[src/design/pnfc_pkg.sv]
// shared constants and types for the parallel nor flash command controller
// What this block does
// - address is taken when the later of write strobe and chip select falls
// - data is taken when the earlier of write strobe and chip select rises
// - host writes a command by pulsing write strobe low with chip select low
// - host programs a word without checking that its sector has been erased
// - program is three unlock cycles then one address and data cycle
// - sector erase is six cycles ending with code 30H at the sector address
// - block erase is six cycles ending with code 50H at the block address
// - chip erase is six cycles ending with code 10H at 5555H
// - on an agreeing status read the host reads twice more to confirm
package pnfc_pkg;
  localparam int ADDR_W = 19;
  localparam int DATA_W = 16;
  localparam logic [18:0] UNLOCK_ADDR1 = 19'h05555;
  localparam logic [18:0] UNLOCK_ADDR2 = 19'h02AAA;
  localparam logic [15:0] UNLOCK_CODE1 = 16'h00AA;
  localparam logic [15:0] UNLOCK_CODE2 = 16'h0055;
  localparam logic [15:0] CMD_PROGRAM = 16'h00A0;
  localparam logic [15:0] CMD_ERASE_SETUP = 16'h0080;
  localparam logic [15:0] CMD_SECTOR_ERASE = 16'h0030;
  localparam logic [15:0] CMD_BLOCK_ERASE = 16'h0050;
  localparam logic [15:0] CMD_CHIP_ERASE = 16'h0010;
  localparam int SECTOR_WORDS = 2048;
  localparam int BLOCK_WORDS = 32768;
  localparam int POLL_BIT = 7;
  localparam int TOGGLE_BIT = 6;
  localparam int CLK_MHZ = 20;
  localparam int STROBE_CYC = 2;
  localparam int READ_CYC = 2;
  localparam int PROG_MAX_US = 20;
  localparam int PROG_MAX_CYC = PROG_MAX_US * CLK_MHZ;
  localparam int SETTLE_US = 1;
  localparam int SETTLE_CYC = SETTLE_US * CLK_MHZ;
  localparam int ERASE_TIMEOUT_CYC = 4000000;
  typedef enum logic [2:0] {
    PNFC_OP_READ, PNFC_OP_PROGRAM, PNFC_OP_SECTOR, PNFC_OP_BLOCK, PNFC_OP_CHIP
  } pnfc_op_e;
  typedef struct packed {
    logic ce_n;
    logic we_n;
    logic oe_n;
    logic [18:0] addr;
    logic [15:0] dout;
    logic dq_oe;
  } pnfc_bus_s;
endpackage

[src/design/pnfc_host.sv]
// host side controller that runs read, program and erase sequences on the flash pins
`timescale 1ns/10ps
`default_nettype none
module pnfc_host
  import pnfc_pkg::*;
#(
  parameter int ERASE_TIMEOUT = ERASE_TIMEOUT_CYC
) (
  input wire logic i_core_clk,
  input wire logic i_rst_n,
  input wire logic i_ce,
  input wire logic i_req_valid,
  input wire pnfc_op_e i_req_op,
  input wire logic [18:0] i_req_addr,
  input wire logic [15:0] i_req_data,
  output logic o_req_ready,
  output logic o_done,
  output logic o_error,
  output logic [15:0] o_rdata,
  output logic o_flash_ce_n,
  output logic o_flash_we_n,
  output logic o_flash_oe_n,
  output logic [18:0] o_flash_addr,
  output logic [15:0] o_flash_dq_out,
  output logic o_flash_dq_oe,
  input wire logic [15:0] i_flash_dq_in
);
  typedef enum logic [2:0] {
    ST_IDLE, ST_WSETUP, ST_WLOW, ST_WHIGH, ST_READ, ST_POLL, ST_SETTLE, ST_DONE
  } pnfc_state_e;

  pnfc_state_e state_ff, nxt_state;
  pnfc_op_e op_ff, nxt_op;
  pnfc_bus_s bus_ff, nxt_bus;
  logic [2:0] step_ff, nxt_step;
  logic [21:0] cnt_ff, nxt_cnt;
  logic [21:0] wait_ff, nxt_wait;
  logic [18:0] addr_ff, nxt_addr;
  logic [15:0] data_ff, nxt_data;
  logic [15:0] rdata_ff, nxt_rdata;
  logic [15:0] prev_ff, nxt_prev;
  logic [1:0] conf_ff, nxt_conf;
  logic have_prev_ff, nxt_have_prev;
  logic done_ff, nxt_done;
  logic err_ff, nxt_err;
  logic [2:0] last_step;
  logic [18:0] cyc_addr;
  logic [15:0] cyc_data;
  logic poll_ok, stable;
  // sequence table: program 4 cycles, erase 6 cycles
  always_comb begin
    last_step = (op_ff == PNFC_OP_PROGRAM) ? 3'h3 : 3'h5;
    cyc_addr = UNLOCK_ADDR1;
    cyc_data = UNLOCK_CODE1;
    case (step_ff)
      3'h1, 3'h4: begin
        cyc_addr = UNLOCK_ADDR2;
        cyc_data = UNLOCK_CODE2;
      end
      3'h2: cyc_data = (op_ff == PNFC_OP_PROGRAM) ? CMD_PROGRAM : CMD_ERASE_SETUP;
      3'h3: begin
        if (op_ff == PNFC_OP_PROGRAM) begin
          cyc_addr = addr_ff;
          cyc_data = data_ff;
        end
      end
      3'h5: begin
        case (op_ff)
          PNFC_OP_SECTOR: begin
            cyc_addr = addr_ff;
            cyc_data = CMD_SECTOR_ERASE;
          end
          PNFC_OP_BLOCK: begin
            cyc_addr = addr_ff;
            cyc_data = CMD_BLOCK_ERASE;
          end
          default: cyc_data = CMD_CHIP_ERASE;
        endcase
      end
      default: ;
    endcase
  end
  // completion: polling bit true data (program) or one (erase), toggle bit still
  assign poll_ok = (op_ff == PNFC_OP_PROGRAM) ?
                   (i_flash_dq_in[POLL_BIT] == data_ff[POLL_BIT]) : i_flash_dq_in[POLL_BIT];
  assign stable = have_prev_ff && (i_flash_dq_in[TOGGLE_BIT] == prev_ff[TOGGLE_BIT]);
  always_comb begin
    nxt_state = state_ff;
    nxt_op = op_ff;
    nxt_bus = bus_ff;
    nxt_step = step_ff;
    nxt_cnt = cnt_ff;
    nxt_wait = wait_ff;
    nxt_addr = addr_ff;
    nxt_data = data_ff;
    nxt_rdata = rdata_ff;
    nxt_prev = prev_ff;
    nxt_conf = conf_ff;
    nxt_have_prev = have_prev_ff;
    nxt_done = 1'b0;
    nxt_err = err_ff;
    case (state_ff)
      ST_IDLE: begin
        if (i_req_valid) begin
          nxt_op = i_req_op;
          nxt_addr = i_req_addr;
          nxt_data = i_req_data; // caller keeps the target erased, no check here
          nxt_step = 3'h0;
          nxt_cnt = 22'h0;
          nxt_err = 1'b0;
          if (i_req_op == PNFC_OP_READ) begin
            nxt_bus.addr = i_req_addr;
            nxt_bus.ce_n = 1'b0;
            nxt_bus.oe_n = 1'b0;
            nxt_bus.dq_oe = 1'b0;
            nxt_state = ST_READ;
          end else begin
            nxt_state = ST_WSETUP;
          end
        end
      end
      ST_WSETUP: begin
        // address and ce low set in the same cycle, then we low: address taken at we fall
        nxt_bus.addr = cyc_addr;
        nxt_bus.dout = cyc_data;
        nxt_bus.dq_oe = 1'b1;
        nxt_bus.oe_n = 1'b1;
        nxt_bus.ce_n = 1'b0;
        nxt_state = ST_WLOW;
      end
      ST_WLOW: begin
        nxt_bus.we_n = 1'b0;
        nxt_cnt = cnt_ff + 22'h1;
        if (cnt_ff == 22'(STROBE_CYC)) begin
          // we rises before ce so data is taken at we rise
          nxt_bus.we_n = 1'b1;
          nxt_cnt = 22'h0;
          nxt_state = ST_WHIGH;
        end
      end
      ST_WHIGH: begin
        nxt_bus.ce_n = 1'b1;
        nxt_bus.dq_oe = 1'b0;
        nxt_cnt = cnt_ff + 22'h1;
        if (cnt_ff == 22'(STROBE_CYC)) begin
          nxt_cnt = 22'h0;
          if (step_ff == last_step) begin
            // last rising strobe launched the internal operation
            nxt_wait = 22'h0;
            nxt_have_prev = 1'b0;
            nxt_conf = 2'h0;
            nxt_bus.addr = (op_ff == PNFC_OP_PROGRAM) ? addr_ff : cyc_addr;
            nxt_state = ST_POLL;
          end else begin
            nxt_step = step_ff + 3'h1;
            nxt_state = ST_WSETUP;
          end
        end
      end
      ST_READ, ST_POLL: begin
        nxt_bus.ce_n = 1'b0;
        nxt_bus.oe_n = 1'b0;
        nxt_bus.dq_oe = 1'b0;
        nxt_cnt = cnt_ff + 22'h1;
        nxt_wait = wait_ff + 22'h1;
        if (cnt_ff == 22'(READ_CYC)) begin
          // oe high between reads so each sample is a fresh read cycle
          nxt_bus.oe_n = 1'b1;
          nxt_cnt = 22'h0;
          nxt_rdata = i_flash_dq_in;
          if (state_ff == ST_READ) begin
            nxt_bus.ce_n = 1'b1;
            nxt_state = ST_DONE;
          end else begin
            nxt_prev = i_flash_dq_in;
            nxt_have_prev = 1'b1;
            // done only after two more agreeing reads, guards a race at completion
            if (poll_ok && stable) begin
              nxt_conf = conf_ff + 2'h1;
              if (conf_ff == 2'h2) begin
                nxt_state = ST_SETTLE;
              end
            end else begin
              nxt_conf = 2'h0;
            end
            if ((op_ff == PNFC_OP_PROGRAM && wait_ff >= 22'(PROG_MAX_CYC * 4)) ||
                wait_ff >= 22'(ERASE_TIMEOUT)) begin
              nxt_err = 1'b1;
              nxt_bus.ce_n = 1'b1;
              nxt_state = ST_DONE;
            end
          end
        end
      end
      ST_SETTLE: begin
        // remaining data bits may lag the polling bit, wait before next use
        nxt_bus.ce_n = 1'b1;
        nxt_bus.oe_n = 1'b1;
        nxt_cnt = cnt_ff + 22'h1;
        if (cnt_ff == 22'(SETTLE_CYC)) begin
          nxt_state = ST_DONE;
        end
      end
      ST_DONE: begin
        nxt_done = 1'b1;
        nxt_state = ST_IDLE;
      end
      default: nxt_state = ST_IDLE;
    endcase
  end
  always_ff @(posedge i_core_clk or negedge i_rst_n) begin
    if (!i_rst_n) begin
      state_ff <= ST_IDLE;
      op_ff <= PNFC_OP_READ;
      bus_ff <= '{ce_n: 1'b1, we_n: 1'b1, oe_n: 1'b1, addr: '0, dout: '0, dq_oe: 1'b0};
      step_ff <= 3'h0;
      cnt_ff <= 22'h0;
      wait_ff <= 22'h0;
      addr_ff <= 19'h0;
      data_ff <= 16'h0;
      rdata_ff <= 16'h0;
      prev_ff <= 16'h0;
      conf_ff <= 2'h0;
      have_prev_ff <= 1'b0;
      done_ff <= 1'b0;
      err_ff <= 1'b0;
    end else if (i_ce) begin
      state_ff <= nxt_state;
      op_ff <= nxt_op;
      bus_ff <= nxt_bus;
      step_ff <= nxt_step;
      cnt_ff <= nxt_cnt;
      wait_ff <= nxt_wait;
      addr_ff <= nxt_addr;
      data_ff <= nxt_data;
      rdata_ff <= nxt_rdata;
      prev_ff <= nxt_prev;
      conf_ff <= nxt_conf;
      have_prev_ff <= nxt_have_prev;
      done_ff <= nxt_done;
      err_ff <= nxt_err;
    end
  end
  assign o_req_ready = (state_ff == ST_IDLE);
  assign o_done = done_ff;
  assign o_error = err_ff;
  assign o_rdata = rdata_ff;
  assign o_flash_ce_n = bus_ff.ce_n;
  assign o_flash_we_n = bus_ff.we_n;
  assign o_flash_oe_n = bus_ff.oe_n;
  assign o_flash_addr = bus_ff.addr;
  assign o_flash_dq_out = bus_ff.dout;
  assign o_flash_dq_oe = bus_ff.dq_oe;

  property p_we_only_with_ce;
    @(posedge i_core_clk) disable iff (!i_rst_n)
      !o_flash_we_n |-> !o_flash_ce_n;
  endproperty
  a_we_only_with_ce: assert property (p_we_only_with_ce) else $error("we low without ce");
  property p_no_fight;
    @(posedge i_core_clk) disable iff (!i_rst_n)
      !o_flash_oe_n |-> !o_flash_dq_oe && o_flash_we_n;
  endproperty
  a_no_fight: assert property (p_no_fight) else $error("host drives dq while oe low");
  property p_addr_stable_low;
    @(posedge i_core_clk) disable iff (!i_rst_n || !i_ce)
      (!o_flash_we_n && !$past(o_flash_we_n)) |-> $stable(o_flash_addr) && $stable(o_flash_dq_out);
  endproperty
  a_addr_stable_low: assert property (p_addr_stable_low) else $error("bus moved under we");
  property p_we_rises_first;
    @(posedge i_core_clk) disable iff (!i_rst_n)
      $rose(o_flash_we_n) |-> !o_flash_ce_n && o_flash_dq_oe;
  endproperty
  a_we_rises_first: assert property (p_we_rises_first) else $error("ce rose before we");
  property p_done_pulse;
    @(posedge i_core_clk) disable iff (!i_rst_n || !i_ce)
      o_done |=> !o_done;
  endproperty
  a_done_pulse: assert property (p_done_pulse) else $error("done longer than one cycle");
  property p_ready_after_done;
    @(posedge i_core_clk) disable iff (!i_rst_n || !i_ce)
      o_done |=> o_req_ready;
  endproperty
  a_ready_after_done: assert property (p_ready_after_done) else $error("not ready after done");
  property p_seq_first_code;
    @(posedge i_core_clk) disable iff (!i_rst_n)
      (state_ff == ST_WLOW && step_ff == 3'h0) |->
        o_flash_addr == UNLOCK_ADDR1 && o_flash_dq_out == UNLOCK_CODE1;
  endproperty
  a_seq_first_code: assert property (p_seq_first_code) else $error("bad first unlock");
  property p_chip_last;
    @(posedge i_core_clk) disable iff (!i_rst_n)
      (state_ff == ST_WLOW && step_ff == 3'h5 && op_ff == PNFC_OP_CHIP) |->
        o_flash_addr == UNLOCK_ADDR1 && o_flash_dq_out == CMD_CHIP_ERASE;
  endproperty
  a_chip_last: assert property (p_chip_last) else $error("bad chip erase cycle");
endmodule
`default_nettype wire

[config.mk]
export PLATFORM = sky130hd
export DESIGN_NAME = pnfc_host
export DESIGN_NICKNAME = d
export VERILOG_FILES = /design/src/design/pnfc_pkg.sv /design/src/design/pnfc_host.sv
export SDC_FILE = /design/constraint.sdc
export NUM_CORES = 1
export LEC_CHECK = 0
export BUFFER_PORTS_ARGS = -buffer_cell sky130_fd_sc_hd__buf_4
export CORE_ASPECT_RATIO = 0.7
export CORE_MARGIN = 5
export CORE_UTILIZATION = 38
export CTS_BUF_LIST = sky130_fd_sc_hd__clkbuf_8
export DETAILED_ROUTE_END_ITERATION = 7
export PLACE_DENSITY = 0.63
export SYNTH_ARGS = -nofsm -noshare
export SYNTH_HDL_FRONTEND = slang
export SYNTH_SLANG_ARGS = --single-unit
[constraint.sdc]
create_clock -name i_core_clk -period 7 [get_ports i_core_clk]
set_clock_uncertainty 0.05 [all_clocks]
set_input_delay 1.4 -clock i_core_clk [delete_from_list [all_inputs] [get_ports i_core_clk]]
set_output_delay 1.4 -clock i_core_clk [all_outputs]
set_load 0.02 [all_outputs]
* Word-level counts from Yosys, hierarchy flattened
Index checks and enable logic that the tools add are counted.
Word-level totals: bits in registers 155, input port bits 58, output and inout port bits 58
Operators by class: add/sub/neg operators 4, order comparisons 2, equal/unequal tests 33, muxes and demuxes 63, bitwise logic cells 1, reductions and logical operators 36
Operator list (count):
- 19-bit case mux with 3 select lines | 2
- 19-bit 2-to-1 mux | 5
- 22-bit 2-to-1 mux | 4
- 22-bit case mux with 3 select lines | 1
- 16-bit case mux with 4 select lines | 1
- 3-bit 2-to-1 mux | 15
- 22-bit by 1-bit adder with 22-bit output, second input constant | 2
- 22-bit case mux with 2 select lines | 1
- 20-bit 2-to-1 mux | 2
- 22-bit by 2-bit == test with 1-bit output, second input constant | 1
- 22-bit by 5-bit == test with 1-bit output, second input constant | 1
- 22-bit by 11-bit greater-or-equal comparator with 1-bit output, second input constant | 1
- 22-bit greater-or-equal comparator, second input constant | 1
- 3-bit case mux with 7 select lines | 1
- 4-bit AND reduction | 5
- 3-bit by 2-bit == test with 1-bit output, second input constant | 6
- 3-bit == test, second input constant | 6
- 2-bit inequality test, second input constant | 9
- 6-bit AND reduction | 3
- 1-bit 2-to-1 mux | 16
- 16-bit 2-to-1 mux | 1
- 7-bit case mux with 2 select lines | 1
- 3-bit nonzero test | 4
- 2-bit 2-to-1 mux | 5
- other kinds (27) | 45

* Depth between registers and ports, before layout
Gate-level depths: netlist (run 1).
word-level depth 8, mapped depth 9, depth with buffers taken out 8

* Worst setup path after synthesis (run 1)
No wires, ideal clock.
kind in2reg, from input i_ce, to register bus_ff, in the netlist o_flash_dq_out[7], library setup time 0.126 ns, data arrival time 2.857 ns, required time 6.824 ns, slack 3.967 ns, stages 5, cell sequence clkbuf_1 > inv_1 > nor3_1 > nand2_1 > o32a_1
Between the ends: word-level cells in the longest chain between the ends 1
RTL lines:
- start, declared | RTL line pnfc_host.sv:11 | input wire logic i_ce,
- 2-bit AND reduction (no source line)
- end signal, assigned | RTL line pnfc_host.sv:215 | bus_ff <= '{ce_n: 1'b1, we_n: 1'b1, oe_n: 1'b1, addr: '0, dout: '0, dq_oe: 1'b0};
- end signal, assigned | RTL line pnfc_host.sv:230 | bus_ff <= nxt_bus;
- end, declared | RTL line pnfc_host.sv:34 | pnfc_bus_s bus_ff, nxt_bus;
Every way passes these cells. A chain may end at the register's enable or synchronous reset.

* Worst setup path after layout (run 1)
from register state_ff[0], to register bus_ff, in the netlist o_flash_dq_out[11]
Between the ends: word-level cells in the longest chain between the ends 2
RTL lines:
- start, declared | RTL line pnfc_host.sv:32 | pnfc_state_e state_ff, nxt_state;
- start signal, assigned | RTL line pnfc_host.sv:228 | state_ff <= nxt_state;
- 3-bit by 1-bit == test with 1-bit output | RTL line pnfc_host.sv:102 | case (state_ff)
- 2-bit AND reduction (no source line)
Every way passes these cells.

==> results of run 1 <==
## synthesized netlist by cell type, types with 10 or more instances
library cell	instances	area [um2]
nor2_1	84	315.3
nor3_1	19	95.09
ha_1	11	137.6
xor2_1	10	87.58
o21ai_0	24	120.1
nand3_1	21	105.1
a21oi_1	34	170.2
nand4_1	13	81.33
o22ai_1	18	112.6
a22o_1	11	96.34
xnor2_1	11	96.34
dfrtp_1	146	3654
clkbuf_1	24	90.09
or3_1	12	75.07
nand2_1	94	352.8
o21ai_1	12	60.06
nor4_1	12	75.07
mux2_2	43	484.2
inv_1	27	101.4
## where the power goes
| part | total (mW) | internal, mW | switching [mW] |
|---|---|---|---|
| clock | 0.624 | 0.265 | 0.359 |
| sequential | 1.36 | 1.14 | 0.227 |
| combinational | 1.27 | 0.554 | 0.718 |
## kinds of logic after synthesis
kind of cell	count (synthesis)	synth area share [%]
xor+xnor	21	2.517
flops	149	51.09
simple gates	299	19.82
mux	47	7.364
buf+inv	64	3.580
compound gates	151	13.75
fa+ha+maj	11	1.884
## critical path: stages, from the launching register on
cell	delay, ns
dfrtp_1	0.70
inv_1	0.25
nor2_1	0.75
nand3_1	0.62
nor3_1	0.92
a22o_1	0.24
## sequential cells by signal, indices dropped and copies added (netlist names), 2 cells and up
signal and flops:
op_ff 3, wait_ff 22, conf_ff 2, addr_ff 19
data_ff 16, o_flash_addr 19, cnt_ff 22, step_ff 3
o_rdata 16, o_flash_dq_out 16, state_ff 3
## per-stage QoR
| step | setup slack (ns) | cells |
|---|---|---|
| 4_1_cts | 3.465 | 1099 |
| 3_5_place_dp | 3.125 | 1068 |
| 5_1_grt | 3.123 | 1099 |
| 3_3_place_gp | 3.180 | 1068 |
| 2_1_floorplan | 3.967 | 742 |
| 6_report | 3.402 | 1099 |
## layout make-up
type | count | area [um2]
fill | 1854 | 10190
sequential | 149 | 3732
multi-input combinational | 529 | 3322
timing repair buffer | 120 | 904.6
tap | 242 | 302.8
clock buffer | 18 | 247.7
clock inverter | 13 | 115.1
inverter | 28 | 105.1
## per-layer routing
| metal | GRT usage (%) | up-vias |
|---|---|---|
| met5 | 0 | - |
| met4 | 3.437 | 0 |
| met3 | 3.475 | 9 |
| met2 | 22.02 | 157 |
| met1 | 26.48 | 2835 |
| li1 | - | 2847 |
## worst paths after layout
path	endpoint	from	cells past startpoint
worst min-delay path	o_rdata[12]$_DFFE_PN0P_	o_rdata[12]$_DFFE_PN0P_	2
max in group asynchronous	cnt_ff[6]$_DFFE_PN0P_	i_rst_n	2
min in group asynchronous	o_rdata[0]$_DFFE_PN0P_	i_rst_n	1
worst min register to register	o_rdata[12]$_DFFE_PN0P_	o_rdata[12]$_DFFE_PN0P_	2
worst max register to register	o_flash_dq_out[11]$_DFFE_PN0P_	state_ff[0]$_DFFE_PN0P_	5
worst max-delay path	o_flash_dq_out[11]$_DFFE_PN0P_	state_ff[0]$_DFFE_PN0P_	5
==> flow_metrics.env, run 1 <==
export IMPL_rsz0062_at_grt="no"
export IMPL_placed_area_um2=8367
export IMPL_hold_ws_ns=0.4228
export IMPL_ir_drop_v=0.0001940
export IMPL_crit_path_start_kind="register"
export IMPL_yosysWarnings=0
export IMPL_utilization_pct=46.14
export IMPL_crit_arrival_ns=3.91
export IMPL_cts_buffers=17
export IMPL_min_path_type="register to register"
export IMPL_place_congestion=0.8305
export IMPL_post_cts_setup_buffers=0
export IMPL_relSlewSlack_pct=28.85
export IMPL_final_area_um2=8730
export IMPL_finalPower_mw=3.258
export IMPL_coreArea_um2=18920
export IMPL_avgViaCountPerCell=5.321
export IMPL_syn_nets=811
export IMPL_syn_area_um2=7306
export IMPL_area_growth_pct=19.49
export IMPL_run_status="finished clean"
export IMPL_boundaryPins=116
export IMPL_rrSetupSlack_ns=3.40
export IMPL_ys_seq_elements=149
export IMPL_gr_total_overflow=0
export IMPL_drtIter0Drc=470
export IMPL_grt_max_degree=86
export IMPL_clk_path_buf_depth=2
export IMPL_fmax_mhz=278.0
export IMPL_final_setup_viol_count=0
export IMPL_fp_dieH_um=126.0
export IMPL_drcViolationCount=0
export IMPL_required_ns=7.31
export IMPL_cts_hold_buf=0
export IMPL_cts_root_buf="clkbuf_8"
export IMPL_num_vias=5848
export IMPL_drtAntennaViolNets=0
export IMPL_wl_um=18120
export IMPL_cts_tree="built"
export IMPL_drive_above_1_share_pct=24.50
export IMPL_synth_edff_count=0
export IMPL_syn_area_per_cell_um2=9.846
export IMPL_routed_top_layer="met4"
export IMPL_track_usage_pct=16.30
export IMPL_clkTransAtPathRegs_ns=0.09
export IMPL_drt_pass1_iter_count=5
export IMPL_p_leak_nw=3.991
export IMPL_initial_utilization_pct=38.62
export IMPL_ys_flop_type="dfrtp_1"
export IMPL_met2WireLength_um=7208
export IMPL_layout_min_cycle_time_ns=3.598
export IMPL_worstSetupPathType="register to register"
export IMPL_wl_per_cell_um=16.49
export IMPL_worst_pin_slew_ns=1.066
export IMPL_portBuffers=115
export IMPL_clock_sinks=149
export IMPL_clkLatencyLatePin_ns=0.43
export IMPL_maxCapViolations=0
export IMPL_mostFrequentLayoutCell="dfrtp_1"
export IMPL_nNetsFinal=914
export IMPL_fp_dieW_um=175.7
export IMPL_hold_violations=0
export IMPL_crit_fanout=17
export IMPL_setup_tns_ns=0
export IMPL_grt_pass1_wl_um=29810
export IMPL_ys_seq_area_share_pct=51.09
export IMPL_drv_slew=0
export IMPL_wl_met1_um=9826
export IMPL_die_area_um2=22140
export IMPL_crit_path_end_kind="register"
export IMPL_syn_inst=742
export IMPL_h_tree_depth=4
export IMPL_synth_distinct_cells=69
export IMPL_n_antenna_cell=0
export IMPL_grt_pass1_vias=5571
export IMPL_powerDensity_nw_per_um2=373.2
export IMPL_dp_hpwl_um=12830
export IMPL_min_period_over_period_pct=51.39
export IMPL_final_cell_mix="dfrtp_1, buf_4, nand2_1, nor2_1, mux2_2"
export IMPL_async_reset_ff_share_pct=100.0
export IMPL_wl_met3_um=956
export IMPL_rows=42
export IMPL_antenna_found_initial=0
export IMPL_cts_resized=0
Note: power is estimated with default switching activity, not from simulation.
==> run 2: changes to the inputs <==
==> constraint.sdc (replaced) <==
create_clock -name i_core_clk -period 3.6 [get_ports i_core_clk]
set_clock_uncertainty 0.05 [all_clocks]
set_input_delay 0.72 -clock i_core_clk [delete_from_list [all_inputs] [get_ports i_core_clk]]
set_output_delay 0.72 -clock i_core_clk [all_outputs]
set_load 0.02 [all_outputs]
==> run 2 against run 1 <==
Fmax grew 29%. Critical path type unchanged. Global-route usage rose by 0.34 points. Cell area rose by 1.5%. Highest routed layer unchanged.
==> flow_metrics.env, run 2 (synthesis gave the netlist of run 1 again) <==
export IMPL_grt_max_degree=75
export IMPL_final_setup_viol_count=0
export IMPL_worstSetupPathType="register to register"
export IMPL_internal_power_mw=3.958
export IMPL_drcViolationCount=0
export IMPL_busiest_layer="met1"
export IMPL_reg2reg_from="state_ff[0]$_DFFE_PN0P_"
export IMPL_h_tree_depth=4
export IMPL_wl_per_cell_um=16.44
export IMPL_p_leak_nw=4.066
export IMPL_finalPower_mw=6.512
export IMPL_crit_path_start_kind="register"
export IMPL_placed_cells=1077
export IMPL_final_area_um2=8862
export IMPL_mostFrequentLayoutCell="dfrtp_1"
export IMPL_fp_dieH_um=126.0
export IMPL_grtUsageMet3_pct=4.074
export IMPL_setup_tns_ns=0
export IMPL_netSwitchingFraction_pct=39.22
export IMPL_rsz0062_at_grt="no"
export IMPL_p_clk_share_pct=20.6
export IMPL_crit_fanout=17
export IMPL_drt_pass1_iter_count=5
export IMPL_antenna_found_initial=0
export IMPL_place_congestion=0.8810
export IMPL_avgViaCountPerCell=5.291
export IMPL_wl_um=18230
export IMPL_num_vias=5868
export IMPL_gr_total_overflow=0
export IMPL_drtAntennaViolNets=0
export IMPL_n_antenna_cell=0
export IMPL_layout_min_cycle_time_ns=2.797
export IMPL_cts_buffers=17
export IMPL_area_growth_pct=21.31
export IMPL_clk_path_buf_depth=2
export IMPL_r2r_cells=6
export IMPL_relSlewSlack_pct=41.64
export IMPL_final_cell_mix="dfrtp_1, buf_4, nand2_1, nor2_1, mux2_2"
export IMPL_sequentialPowerShare_pct=40.0
export IMPL_portBuffers=115
export IMPL_required_ns=3.94
export IMPL_p_sw_mw=2.554
export IMPL_worst_pin_slew_ns=0.8660
export IMPL_ir_drop_v=0.0004275
export IMPL_hold_violations=0
export IMPL_grt_pass1_wl_um=30110
export IMPL_reg_top3="cnt_ff: 22 flops, wait_ff: 22 flops"
export IMPL_utilization_pct=46.85
export IMPL_die_area_um2=22140
export IMPL_placed_area_um2=8459
export IMPL_cts_resized=0
export IMPL_startpoint="state_ff[0]$_DFFE_PN0P_"
export IMPL_min_path_type="input port to asynchronous set/reset pin"
export IMPL_crit_path_end_kind="register"
export IMPL_drtIter0Drc=422
export IMPL_post_cts_setup_buffers=0
export IMPL_coreArea_um2=18920
export IMPL_maxCapViolations=0
export IMPL_rows=42
export IMPL_drv_slew=0
export IMPL_finalNonFillerCells=1109
export IMPL_run_status="finished clean"
export IMPL_track_usage_pct=16.64
export IMPL_boundaryPins=116
export IMPL_clkLatencyLatePin_ns=0.45
export IMPL_path_cells="inv_1, nor2_1, nand3_1, nor3_1, buf_4, a22o_1"
export IMPL_clkTransAtPathRegs_ns=0.09
export IMPL_use_met2_pct=23.41
export IMPL_fp_dieW_um=175.7
export IMPL_cts_tree="built"
export IMPL_use_met1_pct=26.10
export IMPL_fmax_mhz=357.5
export IMPL_drive_above_1_share_pct=25.26
export IMPL_rrSetupSlack_ns=0.80
export IMPL_initial_utilization_pct=38.62
export IMPL_nFillCells=1804
export IMPL_cts_hold_buf=0
export IMPL_crit_arrival_ns=3.14
export IMPL_cts_root_buf="clkbuf_8"
export IMPL_dp_hpwl_um=13070
export IMPL_regToRegEndpoint="o_flash_dq_out[8]$_DFFE_PN0P_"
export IMPL_cp_slowest_stage_delay_ns=0.69
export IMPL_slowest_stage="dfrtp_1"
export IMPL_power_frac_comb_pct=39.4
export IMPL_nNetsFinal=923
export IMPL_powerDensity_nw_per_um2=734.8
export IMPL_clock_sinks=149
export IMPL_min_period_over_period_pct=77.70
export IMPL_grt_pass1_vias=5671
[run 2: cell count changes in the layout (fill, tap and decap cells not counted)]
| cell | change |
|---|---|
| clkbuf_8 | -1 |
| buf_12 | +2 |
| inv_1 | +1 |
| clkinv_4 | -2 |
| buf_4 | +7 |
| clkinvlp_4 | +1 |
| bufinv_16 | +2 |
[run 2: metrics by stage]
stage,setup WS [ns],hold WS [ns]
3_3_place_gp,0.7596,0.4017
5_1_grt,0.4855,0.2712
3_5_place_dp,0.7950,0.4082
4_1_cts,0.7942,0.2495
2_1_floorplan,1.247,0.3744
6_report,0.8029,0.2237
[run 2: metal layers]
| layer | up-vias | share of wire, % |
|---|---|---|
| met5 | - | 0 |
| met4 | 0 | 0.51 |
| met3 | 10 | 6.7 |
| met2 | 174 | 41 |
| met1 | 2816 | 52 |
| li1 | 2868 | - |
[run 2: power by group through the flow]
stage | combinational [mW] | sequential (mW) | clock, mW
4_1_cts | 2.59 | 2.60 | 1.38
2_1_floorplan | 1.44 | 2.81 | 0
3_5_place_dp | 2.58 | 2.63 | 0
3_3_place_gp | 2.55 | 2.62 | 0
5_1_grt | 2.84 | 2.68 | 1.45
6_report | 2.57 | 2.60 | 1.34
[run 2: worst max path at each step]
| stage | endpoint | slack [ns] | depth (start not counted) |
|---|---|---|---|
| after floorplan | o_flash_dq_out[7]$_DFFE_PN0P_ | 1.25 | 5 |
| after global placement | o_flash_dq_out[8]$_DFFE_PN0P_ | 0.76 | 6 |
| after detailed placement | wait_ff[13]$_DFFE_PN0P_ | 0.79 | 6 |
| after CTS | o_flash_dq_out[11]$_DFFE_PN0P_ | 0.79 | 6 |
| after global routing | o_flash_dq_out[10]$_DFFE_PN0P_ | 0.49 | 6 |
| final | o_flash_dq_out[8]$_DFFE_PN0P_ | 0.80 | 6 |
[run 2: cell type report]
type | instances | area (um2) | share of cell area [%]
timing repair buffer | 129 | 997.2 | 11.25
sequential | 149 | 3732 | 42.11
tap | 242 | 302.8 | 3.417
multi-input combinational | 529 | 3322 | 37.48
clock buffer | 17 | 234.0 | 2.640
inverter | 28 | 105.1 | 1.186
clock inverter | 15 | 168.9 | 1.906
[run 2: critical path, delay by kind of cell (launching register included)]
kind	cells	cell delay, ns
AND/OR/NAND/NOR	3	1.40
flip-flops	1	0.69
buffers and inverters	2	0.46
AO/OA/AOI/OAI	1	0.13
